File: config.mk
export PLATFORM = sky130hd
export DESIGN_NAME = split_timer_control
export DESIGN_NICKNAME = d
export VERILOG_FILES = /design/src/inc/timer_pkg.sv /design/src/inc/pin_event_if.sv /design/src/design/pin_sync.sv /design/src/design/ext_irq_flag.sv /design/src/design/split_timer_control.sv
export VERILOG_INCLUDE_DIRS = /design/src /design/src/inc
export SDC_FILE = /design/constraint.sdc
export NUM_CORES = 1
export LEC_CHECK = 0
export ABC_AREA = 1
export BUFFER_PORTS_ARGS = -buffer_cell sky130_fd_sc_hd__buf_2
export CORE_ASPECT_RATIO = 1.1
export CORE_MARGIN = 8
export CORE_UTILIZATION = 25
export DETAILED_ROUTE_END_ITERATION = 10
export PLACE_DENSITY = 0.43
export SETUP_SLACK_MARGIN = 0.4
export SLEW_MARGIN = 10
export SYNTH_ARGS = -nofsm -noshare
export SYNTH_HDL_FRONTEND = slang
export SYNTH_HIERARCHICAL = 1
export SYNTH_SLANG_ARGS = --single-unit
File: constraint.sdc
create_clock -name clk -period 3.3 [get_ports clk]
set_input_delay 0.33 -clock clk [delete_from_list [all_inputs] [get_ports clk]]
set_output_delay 0.33 -clock clk [all_outputs]
set_load 0.02 [all_outputs]
File: src/inc/timer_defs.svh
// Offsets, field positions, reset values and codes for the split timer and its control register.
// Behaviour
// RL1: In split mode the first timer runs as two independent 8-bit counters.
// RL2: Split low byte uses first run, count select, gate and overflow flag.
// RL3: Split low byte counts system/prescaled clock or external input per count select.
// RL4: Split high byte is a timer only, never fed from an external pin.
// RL5: Split high byte counts only while the second run bit is set.
// RL6: Split high byte overflow sets the second overflow flag, bit 7.
// RL7: In split mode second timer runs modes 0-2, no external count, no flag.
// RL8: In split mode the second timer's overflow pulse still goes out.
// RL9: In split mode the second timer runs in modes 0-2, stops in mode 3.
// RL10: First overflow flag: set on overflow, software clears, vectoring clears.
// RL11: First external flag set on the edge or level its type selects.
// RL12: Software clears first external flag; vectoring clears it only in edge mode.
// RL13: First external flag shows the inverse of its pin level.
// RL14: Type select 0 means active-low level, 1 means falling edge.
// RL15: A running timer counts if gate is 0, or gate 1 and pin high.
// RL16: External counting advances once per falling edge of the count pin.
// RL17: The external count source holds each level two clock cycles at least.
// RL18: Outside split mode second flag set on overflow, cleared by software or vectoring.
// RL19: Second external flag behaves like the first with its own type and pin.
// RL20: Run bit 6 and bit 4 stop their timer at 0 and run it at 1.
`ifndef TIMER_DEFS_SVH
`define TIMER_DEFS_SVH
`define OFF_TCS 8'h00
`define OFF_TMR 8'h04
`define OFF_LO0 8'h08
`define OFF_HI0 8'h0C
`define OFF_LO1 8'h10
`define OFF_HI1 8'h14
`define OFF_CLK 8'h18
`define OFF_ACK 8'h1C
`define B_TF1 7
`define B_TR1 6
`define B_TF0 5
`define B_TR0 4
`define B_IE1 3
`define B_IT1 2
`define B_IE0 1
`define B_IT0 0
`define B_GATE1 7
`define B_CS1 6
`define B_M1 4
`define B_FIRST_GATE_ENABLE 3
`define B_CS0 2
`define B_M0 0
`define B_SYS0 0
`define B_SYS1 1
`define B_DIV 8
`define B_ACK_TF0 0
`define B_ACK_TF1 1
`define B_ACK_IE0 2
`define B_ACK_IE1 3
`define RST_BYTE 8'h00
`define RST_SEL 2'h0
`define RST_DIV 8'h0B
`define PIN_IDLE 1'b1
`define RESP_OKAY 2'h0
`define RESP_SLVERR 2'h2
`endif

File: src/inc/timer_pkg.sv
// Types shared by the timer block.
package timer_pkg;
	typedef enum logic [1:0] {MODE_13BIT, MODE_16BIT, MODE_8RELOAD, MODE_SPLIT} timer_mode_t;
	typedef logic [7:0] byte_t;
endpackage

File: src/inc/pin_event_if.sv
// Filtered level and falling-edge pulse of one external pin.
`timescale 1ns/10ps
`default_nettype none
interface pin_event_if;
	logic level;
	logic fall;
	modport src (output level, fall);
	modport dst (input level, fall);
endinterface
`default_nettype wire

File: src/design/pin_sync.sv
// Three-stage pin synchroniser with agreement filter and falling-edge pulse.
`timescale 1ns/10ps
`default_nettype none
`include "timer_defs.svh"
module pin_sync (
	input wire logic clk,
	input wire logic rst,
	input wire logic pinIn,
	pin_event_if.src ev
);
	logic s1_reg;
	logic s2_reg;
	logic s3_reg;
	logic level_reg;
	logic fall_reg;

	always_ff @(posedge clk) begin
		if (rst) begin
			s1_reg <= `PIN_IDLE;
			s2_reg <= `PIN_IDLE;
			s3_reg <= `PIN_IDLE;
		end else begin
			s1_reg <= pinIn;
			s2_reg <= s1_reg;
			s3_reg <= s2_reg;
		end
	end

	// A new level is taken only when two later stages agree, so a level must stand two cycles. [RL17]
	always_ff @(posedge clk) begin
		if (rst) begin
			level_reg <= `PIN_IDLE;
			fall_reg <= 1'b0;
		end else begin
			if (s2_reg == s3_reg) begin
				level_reg <= s3_reg;
			end
			fall_reg <= level_reg && (s2_reg == s3_reg) && !s3_reg;
		end
	end

	assign ev.level = level_reg;
	assign ev.fall = fall_reg;
endmodule // pin_sync
`default_nettype wire

File: src/design/ext_irq_flag.sv
// One external interrupt flag with level or falling-edge sensing.
`timescale 1ns/10ps
`default_nettype none
module ext_irq_flag (
	input wire logic clk,
	input wire logic rst,
	pin_event_if.dst ev,
	input wire logic typeEdge,
	input wire logic swWrite,
	input wire logic swValue,
	input wire logic vecAck,
	output logic flag
);
	logic flag_reg;

	always_ff @(posedge clk) begin
		if (rst) begin
			flag_reg <= 1'b0;
		end else if (!typeEdge) begin
			// Level mode: the flag mirrors the inverted pin, so a clear does not stick. [RL13] [RL14]
			flag_reg <= !ev.level;
		end else begin
			// Edge mode: a falling edge wins over a clear in the same cycle. [RL11] [RL12] [RL14]
			flag_reg <= ev.fall || (swWrite ? swValue : (flag_reg && !vecAck));
		end
	end

	assign flag = flag_reg;
endmodule // ext_irq_flag
`default_nettype wire

File: src/design/split_timer_control.sv
// Timers 0 and 1 with split mode, control register and AXI4-Lite register access.
//
// The address map and register access over AXI4-Lite were decided locally.
`timescale 1ns/10ps
`default_nettype none
`include "timer_defs.svh"
module split_timer_control (
	input wire logic clk,
	input wire logic rst,
	input wire logic awvalid,
	output logic awready,
	input wire logic [7:0] awaddr,
	input wire logic [2:0] awprot,
	input wire logic wvalid,
	output logic wready,
	input wire logic [31:0] wdata,
	input wire logic [3:0] wstrb,
	output logic bvalid,
	input wire logic bready,
	output logic [1:0] bresp,
	input wire logic arvalid,
	output logic arready,
	input wire logic [7:0] araddr,
	input wire logic [2:0] arprot,
	output logic rvalid,
	input wire logic rready,
	output logic [31:0] rdata,
	output logic [1:0] rresp,
	input wire logic firstExtIrqPin,
	input wire logic secondExtIrqPin,
	input wire logic firstCountInputPin,
	input wire logic secondCountInputPin,
	output logic secondOverflowPulse,
	output logic [3:0] flagState
);
	////////////////////////////////////////////////////////////////////////////////
	// Register bus.
	logic awHeld_reg;
	logic [7:0] awAddr_reg;
	logic wHeld_reg;
	logic [15:0] wData_reg;
	logic [1:0] wStrb_reg;
	logic bvalid_reg;
	logic [1:0] bresp_reg;
	logic rvalid_reg;
	logic [31:0] rdata_reg;
	logic [1:0] rresp_reg;
	logic [7:0] wAddr;
	logic [7:0] wd;
	logic [15:0] wdFull;
	logic [1:0] wLanes;
	logic wLane;
	logic doWrite;
	logic [31:0] rdNext;

	function automatic logic mapped(input logic [7:0] a);
		mapped = (a[1:0] == 2'h0) && (a <= `OFF_ACK);
	endfunction

	assign awready = !awHeld_reg && !bvalid_reg;
	assign wready = !wHeld_reg && !bvalid_reg;
	assign arready = !rvalid_reg;
	assign wAddr = awHeld_reg ? awAddr_reg : awaddr;
	// Two byte lanes are kept while W waits for AW, so an early divisor write is not lost.
	assign wdFull = wHeld_reg ? wData_reg : wdata[15:0];
	assign wLanes = wHeld_reg ? wStrb_reg : wstrb[1:0];
	assign wd = wdFull[7:0];
	assign wLane = wLanes[0];
	assign doWrite = (awHeld_reg || (awvalid && awready)) && (wHeld_reg || (wvalid && wready));

	always_ff @(posedge clk) begin
		if (rst) begin
			awHeld_reg <= 1'b0;
			awAddr_reg <= 8'h00;
			wHeld_reg <= 1'b0;
			wData_reg <= 16'h0000;
			wStrb_reg <= 2'h0;
			bvalid_reg <= 1'b0;
			bresp_reg <= `RESP_OKAY;
		end else if (doWrite) begin
			awHeld_reg <= 1'b0;
			wHeld_reg <= 1'b0;
			bvalid_reg <= 1'b1;
			bresp_reg <= mapped(wAddr) ? `RESP_OKAY : `RESP_SLVERR;
		end else begin
			if (awvalid && awready) begin
				awHeld_reg <= 1'b1;
				awAddr_reg <= awaddr;
			end
			if (wvalid && wready) begin
				wHeld_reg <= 1'b1;
				wData_reg <= wdata[15:0];
				wStrb_reg <= wstrb[1:0];
			end
			if (bvalid_reg && bready) begin
				bvalid_reg <= 1'b0;
			end
		end
	end

	assign bvalid = bvalid_reg;
	assign bresp = bresp_reg;

	logic wrTcs;
	logic wrTmr;
	logic wrLo0;
	logic wrHi0;
	logic wrLo1;
	logic wrHi1;
	logic wrClk;
	logic [3:0] ack;

	assign wrTcs = doWrite && wLane && (wAddr == `OFF_TCS);
	assign wrTmr = doWrite && wLane && (wAddr == `OFF_TMR);
	assign wrLo0 = doWrite && wLane && (wAddr == `OFF_LO0);
	assign wrHi0 = doWrite && wLane && (wAddr == `OFF_HI0);
	assign wrLo1 = doWrite && wLane && (wAddr == `OFF_LO1);
	assign wrHi1 = doWrite && wLane && (wAddr == `OFF_HI1);
	assign wrClk = doWrite && wLane && (wAddr == `OFF_CLK);
	// Writing ones here stands for the CPU vectoring to the matching interrupts.
	assign ack = (doWrite && wLane && (wAddr == `OFF_ACK)) ? wd[3:0] : 4'h0;

	////////////////////////////////////////////////////////////////////////////////
	// Configuration and pins.
	logic tr0_reg;
	logic tr1_reg;
	logic it0_reg;
	logic it1_reg;
	logic tf0_reg;
	logic tf1_reg;
	logic ie0;
	logic ie1;
	logic [7:0] mode_reg;
	logic [1:0] sys_reg;
	logic [7:0] div_reg;
	logic [7:0] preCnt_reg;

	always_ff @(posedge clk) begin
		if (rst) begin
			tr0_reg <= 1'b0;
			tr1_reg <= 1'b0;
			it0_reg <= 1'b0;
			it1_reg <= 1'b0;
			mode_reg <= `RST_BYTE;
			sys_reg <= `RST_SEL;
			div_reg <= `RST_DIV;
		end else begin
			if (wrTcs) begin
				tr0_reg <= wd[`B_TR0];
				tr1_reg <= wd[`B_TR1];
				it0_reg <= wd[`B_IT0];
				it1_reg <= wd[`B_IT1];
			end
			if (wrTmr) begin
				mode_reg <= wd;
			end
			if (wrClk) begin
				sys_reg <= wd[1:0];
			end
			if (doWrite && (wAddr == `OFF_CLK) && wLanes[1]) begin
				div_reg <= wdFull[`B_DIV +: 8];
			end
		end
	end

	pin_event_if int0Ev();
	pin_event_if int1Ev();
	pin_event_if cnt0Ev();
	pin_event_if cnt1Ev();
	pin_sync u_first_ext_irq_pin (.clk(clk), .rst(rst), .pinIn(firstExtIrqPin), .ev(int0Ev));
	pin_sync u_second_ext_irq_pin (.clk(clk), .rst(rst), .pinIn(secondExtIrqPin), .ev(int1Ev));
	pin_sync u_cnt0 (.clk(clk), .rst(rst), .pinIn(firstCountInputPin), .ev(cnt0Ev));
	pin_sync u_cnt1 (.clk(clk), .rst(rst), .pinIn(secondCountInputPin), .ev(cnt1Ev));

	// Second flag copies the first with its own type, pin and clears. [RL19]
	ext_irq_flag u_ie0 (.clk(clk), .rst(rst), .ev(int0Ev), .typeEdge(it0_reg), .swWrite(wrTcs),
		.swValue(wd[`B_IE0]), .vecAck(ack[`B_ACK_IE0]), .flag(ie0));
	ext_irq_flag u_ie1 (.clk(clk), .rst(rst), .ev(int1Ev), .typeEdge(it1_reg), .swWrite(wrTcs),
		.swValue(wd[`B_IE1]), .vecAck(ack[`B_ACK_IE1]), .flag(ie1));

	////////////////////////////////////////////////////////////////////////////////
	// Counting.
	timer_pkg::timer_mode_t m0;
	timer_pkg::timer_mode_t m1;
	logic split;
	logic preTick;
	logic clk0;
	logic clk1;
	logic en0;
	logic en1;
	logic adv0;
	logic adv1;
	logic hiAdv;
	logic hiOvf;
	logic ovf0;
	logic ovf1;
	logic [16:0] s0;
	logic [16:0] s1;
	timer_pkg::byte_t lo0_reg;
	timer_pkg::byte_t hi0_reg;
	timer_pkg::byte_t lo1_reg;
	timer_pkg::byte_t hi1_reg;

	// Returns {overflow, high, low} after one count step in the given mode.
	function automatic logic [16:0] step(input timer_pkg::timer_mode_t m, input logic [7:0] hi, lo);
		logic [13:0] t13;
		logic [16:0] t16;
		t13 = {1'b0, hi, lo[4:0]} + 14'h0001;
		t16 = {1'b0, hi, lo} + 17'h00001;
		case (m)
			timer_pkg::MODE_13BIT: step = {t13[13], t13[12:5], lo[7:5], t13[4:0]};
			timer_pkg::MODE_16BIT: step = t16;
			timer_pkg::MODE_8RELOAD: step = {&lo, hi, ((&lo) ? hi : t16[7:0])};
			default: step = {&lo, hi, t16[7:0]};
		endcase
	endfunction

	assign m0 = timer_pkg::timer_mode_t'(mode_reg[`B_M0 +: 2]);
	assign m1 = timer_pkg::timer_mode_t'(mode_reg[`B_M1 +: 2]);
	assign split = (m0 == timer_pkg::MODE_SPLIT); // [RL1]
	assign preTick = (preCnt_reg == div_reg);
	assign clk0 = sys_reg[`B_SYS0] || preTick;
	assign clk1 = sys_reg[`B_SYS1] || preTick;
	// Run bits gate each timer except the second timer in split mode, with the gate bit handing control to the pin. [RL15] [RL20] [RL2]
	assign en0 = tr0_reg && (!mode_reg[`B_FIRST_GATE_ENABLE] || int0Ev.level);
	// In split mode the second timer runs by its mode field alone. [RL9]
	assign en1 = split ? (m1 != timer_pkg::MODE_SPLIT) :
		(tr1_reg && (!mode_reg[`B_GATE1] || int1Ev.level) && (m1 != timer_pkg::MODE_SPLIT)); // [RL20]
	// External counting advances on a filtered falling edge. [RL3] [RL16]
	assign adv0 = en0 && (mode_reg[`B_CS0] ? cnt0Ev.fall : clk0);
	// The second timer loses its external input while split mode is on. [RL7]
	assign adv1 = en1 && ((mode_reg[`B_CS1] && !split) ? cnt1Ev.fall : clk1);
	// The split high byte is a pure timer enabled by the second run bit. [RL4] [RL5]
	assign hiAdv = split && tr1_reg && clk0;
	assign hiOvf = hiAdv && (&hi0_reg);
	assign s0 = step(m0, hi0_reg, lo0_reg);
	assign s1 = step(m1, hi1_reg, lo1_reg);
	assign ovf0 = adv0 && s0[16];
	assign ovf1 = adv1 && s1[16];

	always_ff @(posedge clk) begin
		if (rst || preTick) begin
			preCnt_reg <= 8'h00;
		end else begin
			preCnt_reg <= preCnt_reg + 8'h01;
		end
	end

	// A bus write to a count byte takes priority over counting.
	always_ff @(posedge clk) begin
		if (rst) begin
			lo0_reg <= `RST_BYTE;
			hi0_reg <= `RST_BYTE;
		end else begin
			if (wrLo0) begin
				lo0_reg <= wd;
			end else if (adv0) begin
				lo0_reg <= s0[7:0]; // [RL1]
			end
			if (wrHi0) begin
				hi0_reg <= wd;
			end else if (hiAdv) begin
				hi0_reg <= hi0_reg + 8'h01; // [RL1]
			end else if (adv0 && !split) begin
				hi0_reg <= s0[15:8];
			end
		end
	end

	always_ff @(posedge clk) begin
		if (rst) begin
			lo1_reg <= `RST_BYTE;
			hi1_reg <= `RST_BYTE;
		end else begin
			if (wrLo1) begin
				lo1_reg <= wd;
			end else if (adv1) begin
				lo1_reg <= s1[7:0];
			end
			if (wrHi1) begin
				hi1_reg <= wd;
			end else if (adv1) begin
				hi1_reg <= s1[15:8];
			end
		end
	end

	////////////////////////////////////////////////////////////////////////////////
	// Overflow flags and the second timer's overflow pulse.
	always_ff @(posedge clk) begin
		if (rst) begin
			tf0_reg <= 1'b0;
			tf1_reg <= 1'b0;
			secondOverflowPulse <= 1'b0;
		end else begin
			// Hardware sets win over software or vectoring clears. [RL10] [RL2]
			tf0_reg <= ovf0 || (wrTcs ? wd[`B_TF0] : (tf0_reg && !ack[`B_ACK_TF0]));
			// Split mode hands the second flag to the high byte. [RL6] [RL7] [RL18]
			tf1_reg <= (split ? hiOvf : ovf1) || (wrTcs ? wd[`B_TF1] : (tf1_reg && !ack[`B_ACK_TF1]));
			secondOverflowPulse <= ovf1; // [RL8]
		end
	end

	assign flagState = {tf1_reg, tf0_reg, ie1, ie0};

	////////////////////////////////////////////////////////////////////////////////
	// Read path.
	always_comb begin
		rdNext = 32'h00000000;
		case (araddr)
			`OFF_TCS: rdNext[7:0] = {tf1_reg, tr1_reg, tf0_reg, tr0_reg, ie1, it1_reg, ie0, it0_reg};
			`OFF_TMR: rdNext[7:0] = mode_reg;
			`OFF_LO0: rdNext[7:0] = lo0_reg;
			`OFF_HI0: rdNext[7:0] = hi0_reg;
			`OFF_LO1: rdNext[7:0] = lo1_reg;
			`OFF_HI1: rdNext[7:0] = hi1_reg;
			`OFF_CLK: rdNext[15:0] = {div_reg, 6'h00, sys_reg};
			default: rdNext = 32'h00000000;
		endcase
	end

	always_ff @(posedge clk) begin
		if (rst) begin
			rvalid_reg <= 1'b0;
			rdata_reg <= 32'h00000000;
			rresp_reg <= `RESP_OKAY;
		end else if (arvalid && arready) begin
			rvalid_reg <= 1'b1;
			rdata_reg <= rdNext;
			rresp_reg <= mapped(araddr) ? `RESP_OKAY : `RESP_SLVERR;
		end else if (rready) begin
			rvalid_reg <= 1'b0;
		end
	end

	assign rvalid = rvalid_reg;
	assign rdata = rdata_reg;
	assign rresp = rresp_reg;
endmodule // split_timer_control
`default_nettype wire

**Yosys cells after proc, flatten, opt, wreduce, memory -nomap -nowiden**

Cells that the tools add are included.

- Logic and storage cells: 217
- Bits in registers: 137
- Output and inout bits: 46
- Input bits: 69

- Bitwise operators: 1
- Multiplexer cells: 35
- Add/subtract/negate cells: 6
- Equal/unequal tests: 28
- Magnitude comparators: 2
- Reductions and logical operators: 96

Operators with widths:

| operator | number |
|---|---|
| 2-to-1 mux 8 bit | 13 |
| case mux 17 bit (3 select lines) | 2 |
| equality test 8 x 5 -> 1 bit (second input constant) | 7 |
| case mux 8 bit (7 select lines) | 1 |
| logical AND 1 bit | 44 |
| adder 16 x 1 -> 17 bit (second input constant) | 2 |
| equality test 8 x 4 -> 1 bit (second input constant) | 4 |
| adder 13 x 1 -> 14 bit (second input constant) | 2 |
| AND reduction 8 bit | 3 |
| logical NOT 1 bit | 17 |
| adder 8 x 1 -> 8 bit (second input constant) | 2 |
| equality test 8 x 3 -> 1 bit (second input constant) | 2 |
| <= comparator 8 x 5 -> 1 bit (second input constant) | 2 |
| logical NOT 8 bit | 2 |
| 2-to-1 mux 16 bit | 1 |
| 2-to-1 mux 1 bit | 14 |
| logical OR 1 bit | 11 |
| nonzero test 2 bit | 5 |
| equality test 8 bit | 1 |
| logical NOT 2 bit | 4 |
| inequality test 2 bit (second input constant) | 4 |
| AND reduction 2 bit | 4 |
| equality test 2 bit (second input constant) | 3 |
| 2-to-1 mux 2 bit | 3 |
| other kinds (9) | 15 |

**Depth between registers and ports, before layout**

Gate-level depths: netlist of the first run.

- Depth in word-level cells: 13
- Mapped depth: 14
- Gate-level depth less buffers: 14

**Modules after synthesis**

The synthesis of the first run kept the hierarchy.

Modules (own cells, without submodules):

| module | seq. area each (µm²) | cells each | times used | area an instance (µm²) |
|---|---|---|---|---|
| split_timer_control | 2,262.2 | 1,148 | 1 | 7,209.4 |
| pin_sync | 100.1 | 14 | 4 | 148.9 |
| ext_irq_flag | 20.0 | 11 | 2 | 82.6 |

**Worst setup path before layout of the first run**

No wires, ideal clock.

- Path type: register to register
- Start point: register bvalid_reg (netlist: bvalid)
- End point: register u_ie0.flag_reg (netlist: u_ie0/flag)
- Path buffers: 0
- Data required time: 3.182 ns
- Arrival time: 1.618 ns
- Path slack: 1.563 ns
- Stages on the path, launching flop included: 11
- Cell sequence: dfxtp_1 o21ai_2 nand2_4 inv_2 nand2_4 nor3_1 inv_1 nor2_1 clkinv_1 nand3b_4 a21oi_2

- Cells in the longest elaborated chain, start to end: 13
- Elaborated cells between the ends (all ways): 17

Ends and longest elaborated chain:

| what | RTL line | source |
|---|---|---|
| from (decl) | split_timer_control.sv:43 | `logic bvalid_reg;` |
| from (signal assigned) | split_timer_control.sv:78 | `bvalid_reg <= 1'b0;` |
| from (signal assigned) | split_timer_control.sv:83 | `bvalid_reg <= 1'b1;` |
| from (signal assigned) | split_timer_control.sv:96 | `bvalid_reg <= 1'b0;` |
| logical NOT 1 bit (*) | split_timer_control.sv:60, split_timer_control.sv:61 |  |
| logical AND 1 bit, on equally long branches | split_timer_control.sv:60, split_timer_control.sv:61 |  |
| logical AND 1 bit | split_timer_control.sv:69 | `assign doWrite = (awHeld_reg \|\| (awvalid && awready)) && (wHeld_reg \|\| (wvalid && wready));` |
| logical OR 1 bit | split_timer_control.sv:69 |  |
| logical AND 1 bit (*) | split_timer_control.sv:69 |  |
| logical AND 1 bit (*) (2 in a row) | split_timer_control.sv:121 | `` assign ack = (doWrite && wLane && (wAddr == `OFF_ACK)) ? wd[3:0] : 4'h0; `` |
| 2-to-1 mux 4 bit (*) | split_timer_control.sv:121 |  |
| net ack[2] | split_timer_control.sv:111 | `logic [3:0] ack;` |
| logical NOT 1 bit (*) | ext_irq_flag.sv:24 | `flag_reg <= ev.fall \|\| (swWrite ? swValue : (flag_reg && !vecAck));` |
| logical AND 1 bit (*) | ext_irq_flag.sv:24 |  |
| 2-to-1 mux 1 bit (*) | ext_irq_flag.sv:24 |  |
| logical OR 1 bit (*) | ext_irq_flag.sv:24 |  |
| 2-to-1 mux 1 bit (*) | ext_irq_flag.sv:19 | `end else if (!typeEdge) begin` |
| to (signal assigned) | ext_irq_flag.sv:21 | `flag_reg <= !ev.level;` |
| to (signal assigned) | ext_irq_flag.sv:24 |  |
| to (decl) | ext_irq_flag.sv:14 | `logic flag_reg;` |

Mark *: on every way through the listed nets, which the timed path passes. The rest lies on a longest branch.
A chain may end at the register's enable or synchronous reset.

**Worst setup path in the final report of the first run**

- Start point: register wHeld_reg
- End point: register lo0_reg[2]

- Cells in the longest elaborated chain, start to end: 8
- Elaborated cells between the ends (all ways): 11

Ends and longest elaborated chain:

| what | RTL line | source |
|---|---|---|
| from (decl) | split_timer_control.sv:40 | `logic wHeld_reg;` |
| from (signal assigned) | split_timer_control.sv:75 | `wHeld_reg <= 1'b0;` |
| from (signal assigned) | split_timer_control.sv:82 | `wHeld_reg <= 1'b0;` |
| from (signal assigned) | split_timer_control.sv:91 | `wHeld_reg <= 1'b1;` |
| logical NOT 1 bit | split_timer_control.sv:61 | `assign wready = !wHeld_reg && !bvalid_reg;` |
| logical AND 1 bit | split_timer_control.sv:61 |  |
| logical AND 1 bit | split_timer_control.sv:69 |  |
| logical OR 1 bit | split_timer_control.sv:69 |  |
| logical AND 1 bit | split_timer_control.sv:69 |  |
| logical AND 1 bit (2 in a row) | split_timer_control.sv:115 | `` assign wrLo0 = doWrite && wLane && (wAddr == `OFF_LO0); `` |
| 2-to-1 mux 8 bit / nonzero test 2 bit (equally long branches) | n/a |  |
| to (signal assigned) | split_timer_control.sv:252 | `` lo0_reg <= `RST_BYTE; `` |
| to (signal assigned) | split_timer_control.sv:256 | `lo0_reg <= wd;` |
| to (signal assigned) | split_timer_control.sv:258 | `lo0_reg <= s0[7:0];` |
| to (decl) | split_timer_control.sv:199 | `timer_pkg::byte_t lo0_reg;` |

Parallel ways exist; a longest one is shown, timed or not.

==> results.toml, run 1 <==
[sta]
finalClockSkew_ns = 0.0199
fin_crit_sh_pct = 69.6
max_freq_mhz = 435
fin_tns_setup_ns = 0
setup_viol = 0
worstMarginPinSlew_ns = 1.03
setup_ws_ns = 1.00
hold_violations = 0
min_period_ns = 2.30
slew_viol_final = 0
rsz0062_at_grt = "false"
slew_headroom_pct = 30.8

[power]
p_int_w = 0.00298
powerDensity_nw_per_um2 = 450
power_switching_w = 0.00119
combinationalPowerShare_pct = 10.9
worst_ir_drop_vdd_v = 0.000224
p_leak_nw = 4.10
switching_share_pct = 28.5
pwr-share-clk_pct = 47.6
p_seq_share_pct = 41.5

[setup_path]
arrival_ns = 2.57
path_cells = "buf_4, inv_2, o21ai_2, nand2_4, inv_2, nand2_4, nor2_8, nand2_2, inv_2, nor2_2, clkinv_1, nand2_1, a21oi_1"
crit_fanout = 26
crit_slowest_cell = "dfxtp_1"
path_class = "register to register"
required_ns = 3.57
slowest_delay_ns = 0.30
worst_setup_path_start_kind = "register"
critPathCaptureType = "register"
cp_common_cell = "inv_2"

[clock_network]
clock_sinks = 135
h-tree-depth = 4
clk_latency_ns = 0.43
cts_buffers = 17
cts.reportedPaths.clkPinSlew_ns = 0.07
cts_resized = 0
cts_root_buf = "clkbuf_16"
post_cts_buffers = 0
cts_tree = "yes"
cts_hold_buf = 0
clockBufferDepth = 2

[placed_design]
hpwl_um = 20700
io_buffers = 72
place_ws_ns = 1.04
place_congestion = 0.927

[run]
drv_cap = 0

[drt]
wl_um = 27700
vias_per_cell = 4.61
drtIter0Drc = 646
drtAntennaViolNets = 0
first_pass_iters = 6
via_count = 7962
drc = 0
routedWlPerCell_um = 16.0

[synthesis]
synthFlopType = "dfxtp_1"
synth-seq-cells = 135
synthTopCellsByArea = "dfxtp_1 34%, nand2_1 14%, o21ai_0 7.3%, inv_1 6.3%, nor2_1 6.1%"
yosysSeqAreaShare_pct = 33.9
yosys.area.top_type_share_pct = 33.9
synth_warnings = 6
synth_cell_type_count = 54
syn_inst = 1226
synth_top_area_cell = "dfxtp_1"
synth-edff-count = 0
netlist_area_um2 = 7970
async_reset_ff_share_pct = 0
syn_area_per_cell_um2 = 6.50

[grt]
grt-ovfl-total = 0
grt.total_usage_pct = 14.5
grt_pass1_wl_um = 43000
antenna_found_initial = 1
grt_pass1_vias = 7650
grt_max_degree = 54

[floorplan]
die_w_um = 186
die_height_um = 203
core_area_um2 = 31400
core.rowCount = 68
start_util_pct = 25.4
dieArea_um2 = 37900
num_io_pins = 115

[layout]
multi_input_area_um2 = 4450
final_cell_mix = "295 x nand2_1, 135 x dfxtp_1, 132 x inv_1"
fillCellCount = 3533
drive_above_1_share_pct = 14.0
synthToLayoutAreaGrowth_pct = 16.5
final_common_cell = "nand2_1"
nNetsFinal = 1366
seq_area_um2 = 2700

[status]
status = "complete, no violations"

[hold_path]
hold_path_class = "input pin to register"
## cell usage after synthesis, drive strengths merged (15+ instances only)
| library cell | count |
|---|---|
| dfxtp | 135 |
| a21oi | 94 |
| inv | 149 |
| nand2 | 309 |
| nand4 | 15 |
| clkbuf | 20 |
| nor3 | 25 |
| or2 | 20 |
| nor2 | 143 |
| buf | 29 |
| nand3 | 81 |
| o21ai | 135 |
## per-stage QoR
step | hold WS [ns] | power [W] | std cells | cell area, um^2 | utilization, %
3_5_place_dp | 0.397 | 0.00223 | 1694 | 8680 | 27.6
3_3_place_gp | 0.397 | 0.00223 | 1694 | 8680 | 27.6
6_report | 0.0832 | 0.00417 | 1727 | 9280 | 29.6
2_1_floorplan | 0.383 | 0.00207 | 1243 | 8030 | -
4_1_cts | 0.0683 | 0.00423 | 1726 | 9280 | 29.6
5_1_grt | 0.0793 | 0.00435 | 1727 | 9280 | 29.6
## final cells by class
cell class	count	share of cell area [%]
multi-input combinational	906	48.0
sequential	135	29.1
inverter	153	6.21
tap	420	5.66
clock buffer	19	4.77
timing repair buffer	80	4.53
clock inverter	13	1.71
antenna	1	0.0270
## worst paths after layout
check	start	to	slack, ns	cells past startpoint
hold / removal	secondCountInputPin	u_cnt1/s1_reg	0.08	2
setup / recovery	wHeld_reg	lo0_reg[2]	1.00	13
setup reg to reg	wHeld_reg	lo0_reg[2]	1.00	13
hold reg to reg	u_second_ext_irq_pin/s1_reg	u_second_ext_irq_pin/s2_reg	0.41	1
## power by group through the flow
stage	Combinational [W]	Sequential (W)	Clock (W)
global route	0.000507	0.00174	0.00210
floorplan	0.000303	0.00177	0
detailed placement	0.000459	0.00177	0
finish	0.000456	0.00173	0.00199
global placement	0.000458	0.00177	0
CTS	0.000461	0.00173	0.00204
## logic make-up after synthesis
| logic type | share of synthesized area (%) |
|---|---|
| and+or+nand+nor | 34.1 |
| buffers and inverters | 11.0 |
| other | 0.0471 |
| muxes | 0.126 |
| xor gates and xnor gates | 1.76 |
| adders and majority gates | 0.628 |
| AOI/OAI and AO/OA | 18.4 |
| DFF | 33.9 |
## routing by layer
metal  part of all wire (%)  routed length (um)  GRT usage [%]
met5                      0                   0              0
met3                    3.9                1090           2.40
met1                     46               12700           18.6
met2                     48               13300           24.4
met4                    2.1                 572           4.57
## worst max-delay path, delay by kind of cell, from the launching register on
kind                   cells  cell delay [ns]
AOI/OAI and AO/OA          2             0.18
and+or+nand+nor            6             0.93
DFF                        1             0.30
buffers and inverters      5             0.72
Note: power is estimated with default switching activity, not from simulation.
==> run 2, diff against run 1 <==
PLACE_DENSITY = 0.45   (was 0.43)
clock period = 2.1 ns   (was 3.3 ns; I/O delays follow)
==> run 2 against run 1 <==
Net effect: register-to-register slack worse by 0.79 ns; global-route usage rose by 0.89 points; combinational power grew 98%; first-iteration DRC count down 8.2%; worst hold slack got worse by 0.055 ns; utilization grew 5.2 points; non-clock buffer count grew 106; clock skew about the same; sequential power rose by 57%; critical path depth down 2; flip-flop and latch count did not move; fmax up 22%; largest power group unchanged.
==> results.toml, run 2 (synthesized netlist as in run 1, its figures left out) <==
[sta]
worstMarginPinSlew_ns = 0.680
slew_headroom_pct = 54.7
fin_hold_ws_ns = 0.0285
max_freq_mhz = 530
hold_violations = 0
min_period_ns = 1.89
finalClockSkew_ns = 0.0202
rsz0062_at_grt = "true"
setup_viol = 0
fin_tns_setup_ns = 0
fin_crit_sh_pct = 89.9
slew_viol_final = 0

[floorplan]
die_height_um = 203
core_area_um2 = 31400
num_io_pins = 115
start_util_pct = 25.4
core.rowCount = 68
die_w_um = 186
dieArea_um2 = 37900

[power]
p_leak_nw = 4.82
worst_ir_drop_vdd_v = 0.000373
power_w = 0.00682
powerDensity_nw_per_um2 = 625

[clock_network]
clk_latency_ns = 0.44
cts_buffers = 17
cts_root_buf = "clkbuf_16"
clockBufferDepth = 2
clock_sinks = 135
h-tree-depth = 4
cts_tree = "yes"
cts.reportedPaths.clkPinSlew_ns = 0.07

[status]
status = "complete, no violations"

[layout]
final_cell_mix = "267 x nand2_1, 128 x dfxtp_1, 122 x inv_1"
stdcell_count = 1839
fin_util_pct = 34.8
nNetsFinal = 1479
drive_above_1_share_pct = 28.6
antenna_cells = 0
final_common_cell = "nand2_1"
synthToLayoutAreaGrowth_pct = 36.9

[setup_path]
critPathCaptureType = "register"
cp_common_cell = "nand2_1"
crit_slowest_cell = "dfxtp_4"
crit_fanout = 6
r2r_start = "awHeld_reg"
arrival_ns = 2.18
crit_buf_inv = 2
reg2regPathDepth = 11
crit_cells = 11
path_class = "register to register"
required_ns = 2.39
worst_setup_path_start_kind = "register"
critPathTopFamily = "simple AND/OR/NAND/NOR gates"
r2r-end = "hi0_reg[3]"
r2r_slack_ns = 0.21
path_cells = "buf_6, nor2_4, nand2_2, a21oi_4, nand2_4, nor3_4, inv_2, nand2_1, nand2_1, nand2_1, a21oi_2"
slowest_delay_ns = 0.36

[hold_path]
hold_depth = 3
min_to = "wData_reg[9]"
min_from = "wdata[9]"
hold_path_class = "input pin to register"

[placed_design]
io_buffers = 72
dp_cells = 1759
place_congestion = 0.933
hpwl_um = 21800

[grt]
grt.total_usage_pct = 15.4
grt_max_degree = 54
grt_pass1_vias = 8236
grt-ovfl-total = 0
antenna_found_initial = 0
grt_pass1_wl_um = 45800

[drt]
drc = 0
drtIter0Drc = 593
first_pass_iters = 5
via_count = 8638
wl_um = 30000
drtAntennaViolNets = 0
vias_per_cell = 4.70
routedWlPerCell_um = 16.3

[run]
drv_cap = 0
-- run 2: cell count changes in the layout (fill, tap and decap cells not counted), moves of 10 or more --
cell,previous run,this run
a21oi_1,91,78
a21oi_2,2,15
buf_4,8,84
buf_6,0,16
inv_1,132,122
nand2_1,295,267
nand2_2,6,25
nand3_1,80,64
nand3_2,1,16
nor2_1,130,119
o21ai_0,115,93
o21ai_2,5,25
-- run 2: metal layers --
metal  GRT usage [%]  share of wire [%]  up-vias
met3            2.69                4.4       40
met4            5.22                2.1        0
met5               0                  0        -
li1                -                  -     4331
met1            19.5                 45     4027
met2            25.9                 48      240
-- run 2: worst reg2reg max path: stages, from the launching register on --
cell     delay [ns]
dfxtp_4        0.36
buf_6          0.12
nor2_4         0.07
nand2_2        0.06
a21oi_4        0.23
nand2_4        0.12
nor3_4         0.35
inv_2          0.15
nand2_1        0.09
nand2_1        0.06
nand2_1        0.07
a21oi_2        0.05
-- run 2: timing repair --
| item | in CTS | in global routing |
|---|---|---|
| hold endpoints to repair | 5 | 0 |
| hold buffers | 5 | 0 |
| gates cloned | 5 | 5 |
| resized for setup | 41 | 159 |
| setup buffers | 5 | 28 |
| endpoints found under the setup margin | 74 | 82 |
| pin swaps | 6 | 51 |
-- run 2: per-stage QoR --
stage | instance area, um^2 | worst slack, ns
2_1_floorplan | 8040 | 0.410
3_3_place_gp | 9200 | 0.114
3_5_place_dp | 9200 | 0.0781
4_1_cts | 10100 | 0.266
5_1_grt | 10900 | 0.0988
6_report | 10900 | 0.212
-- run 2: how the worst max path moves through the flow --
stage	to	slack, ns	startpoint
after global placement	mode_reg[2]	0.11	wHeld_reg
final	hi0_reg[3]	0.21	awHeld_reg
after detailed placement	hi0_reg[4]	0.08	wHeld_reg
after floorplan	lo0_reg[4]	0.41	lo0_reg[0]
after global routing	hi0_reg[3]	0.1	awHeld_reg
after CTS	hi0_reg[0]	0.27	awHeld_reg
-- run 2: area by class of cell --
type	count	area (um^2)
inverters	153	627
repair buffers	186	1410
fillers	3439	20500
clock inverters	12	158
clock buffers	20	457
multi-input cells	909	4980
well taps	420	526
repair inverters	4	38.8
flip-flops and latches	135	2720
-- run 2: report_power, final --
part           internal, W  switching, W  leakage (nW)
clock              0.00186       0.00134         0.303
combinational     0.000298      0.000606          3.42
sequential         0.00266     0.0000568          1.10
total              0.00482       0.00200          4.82
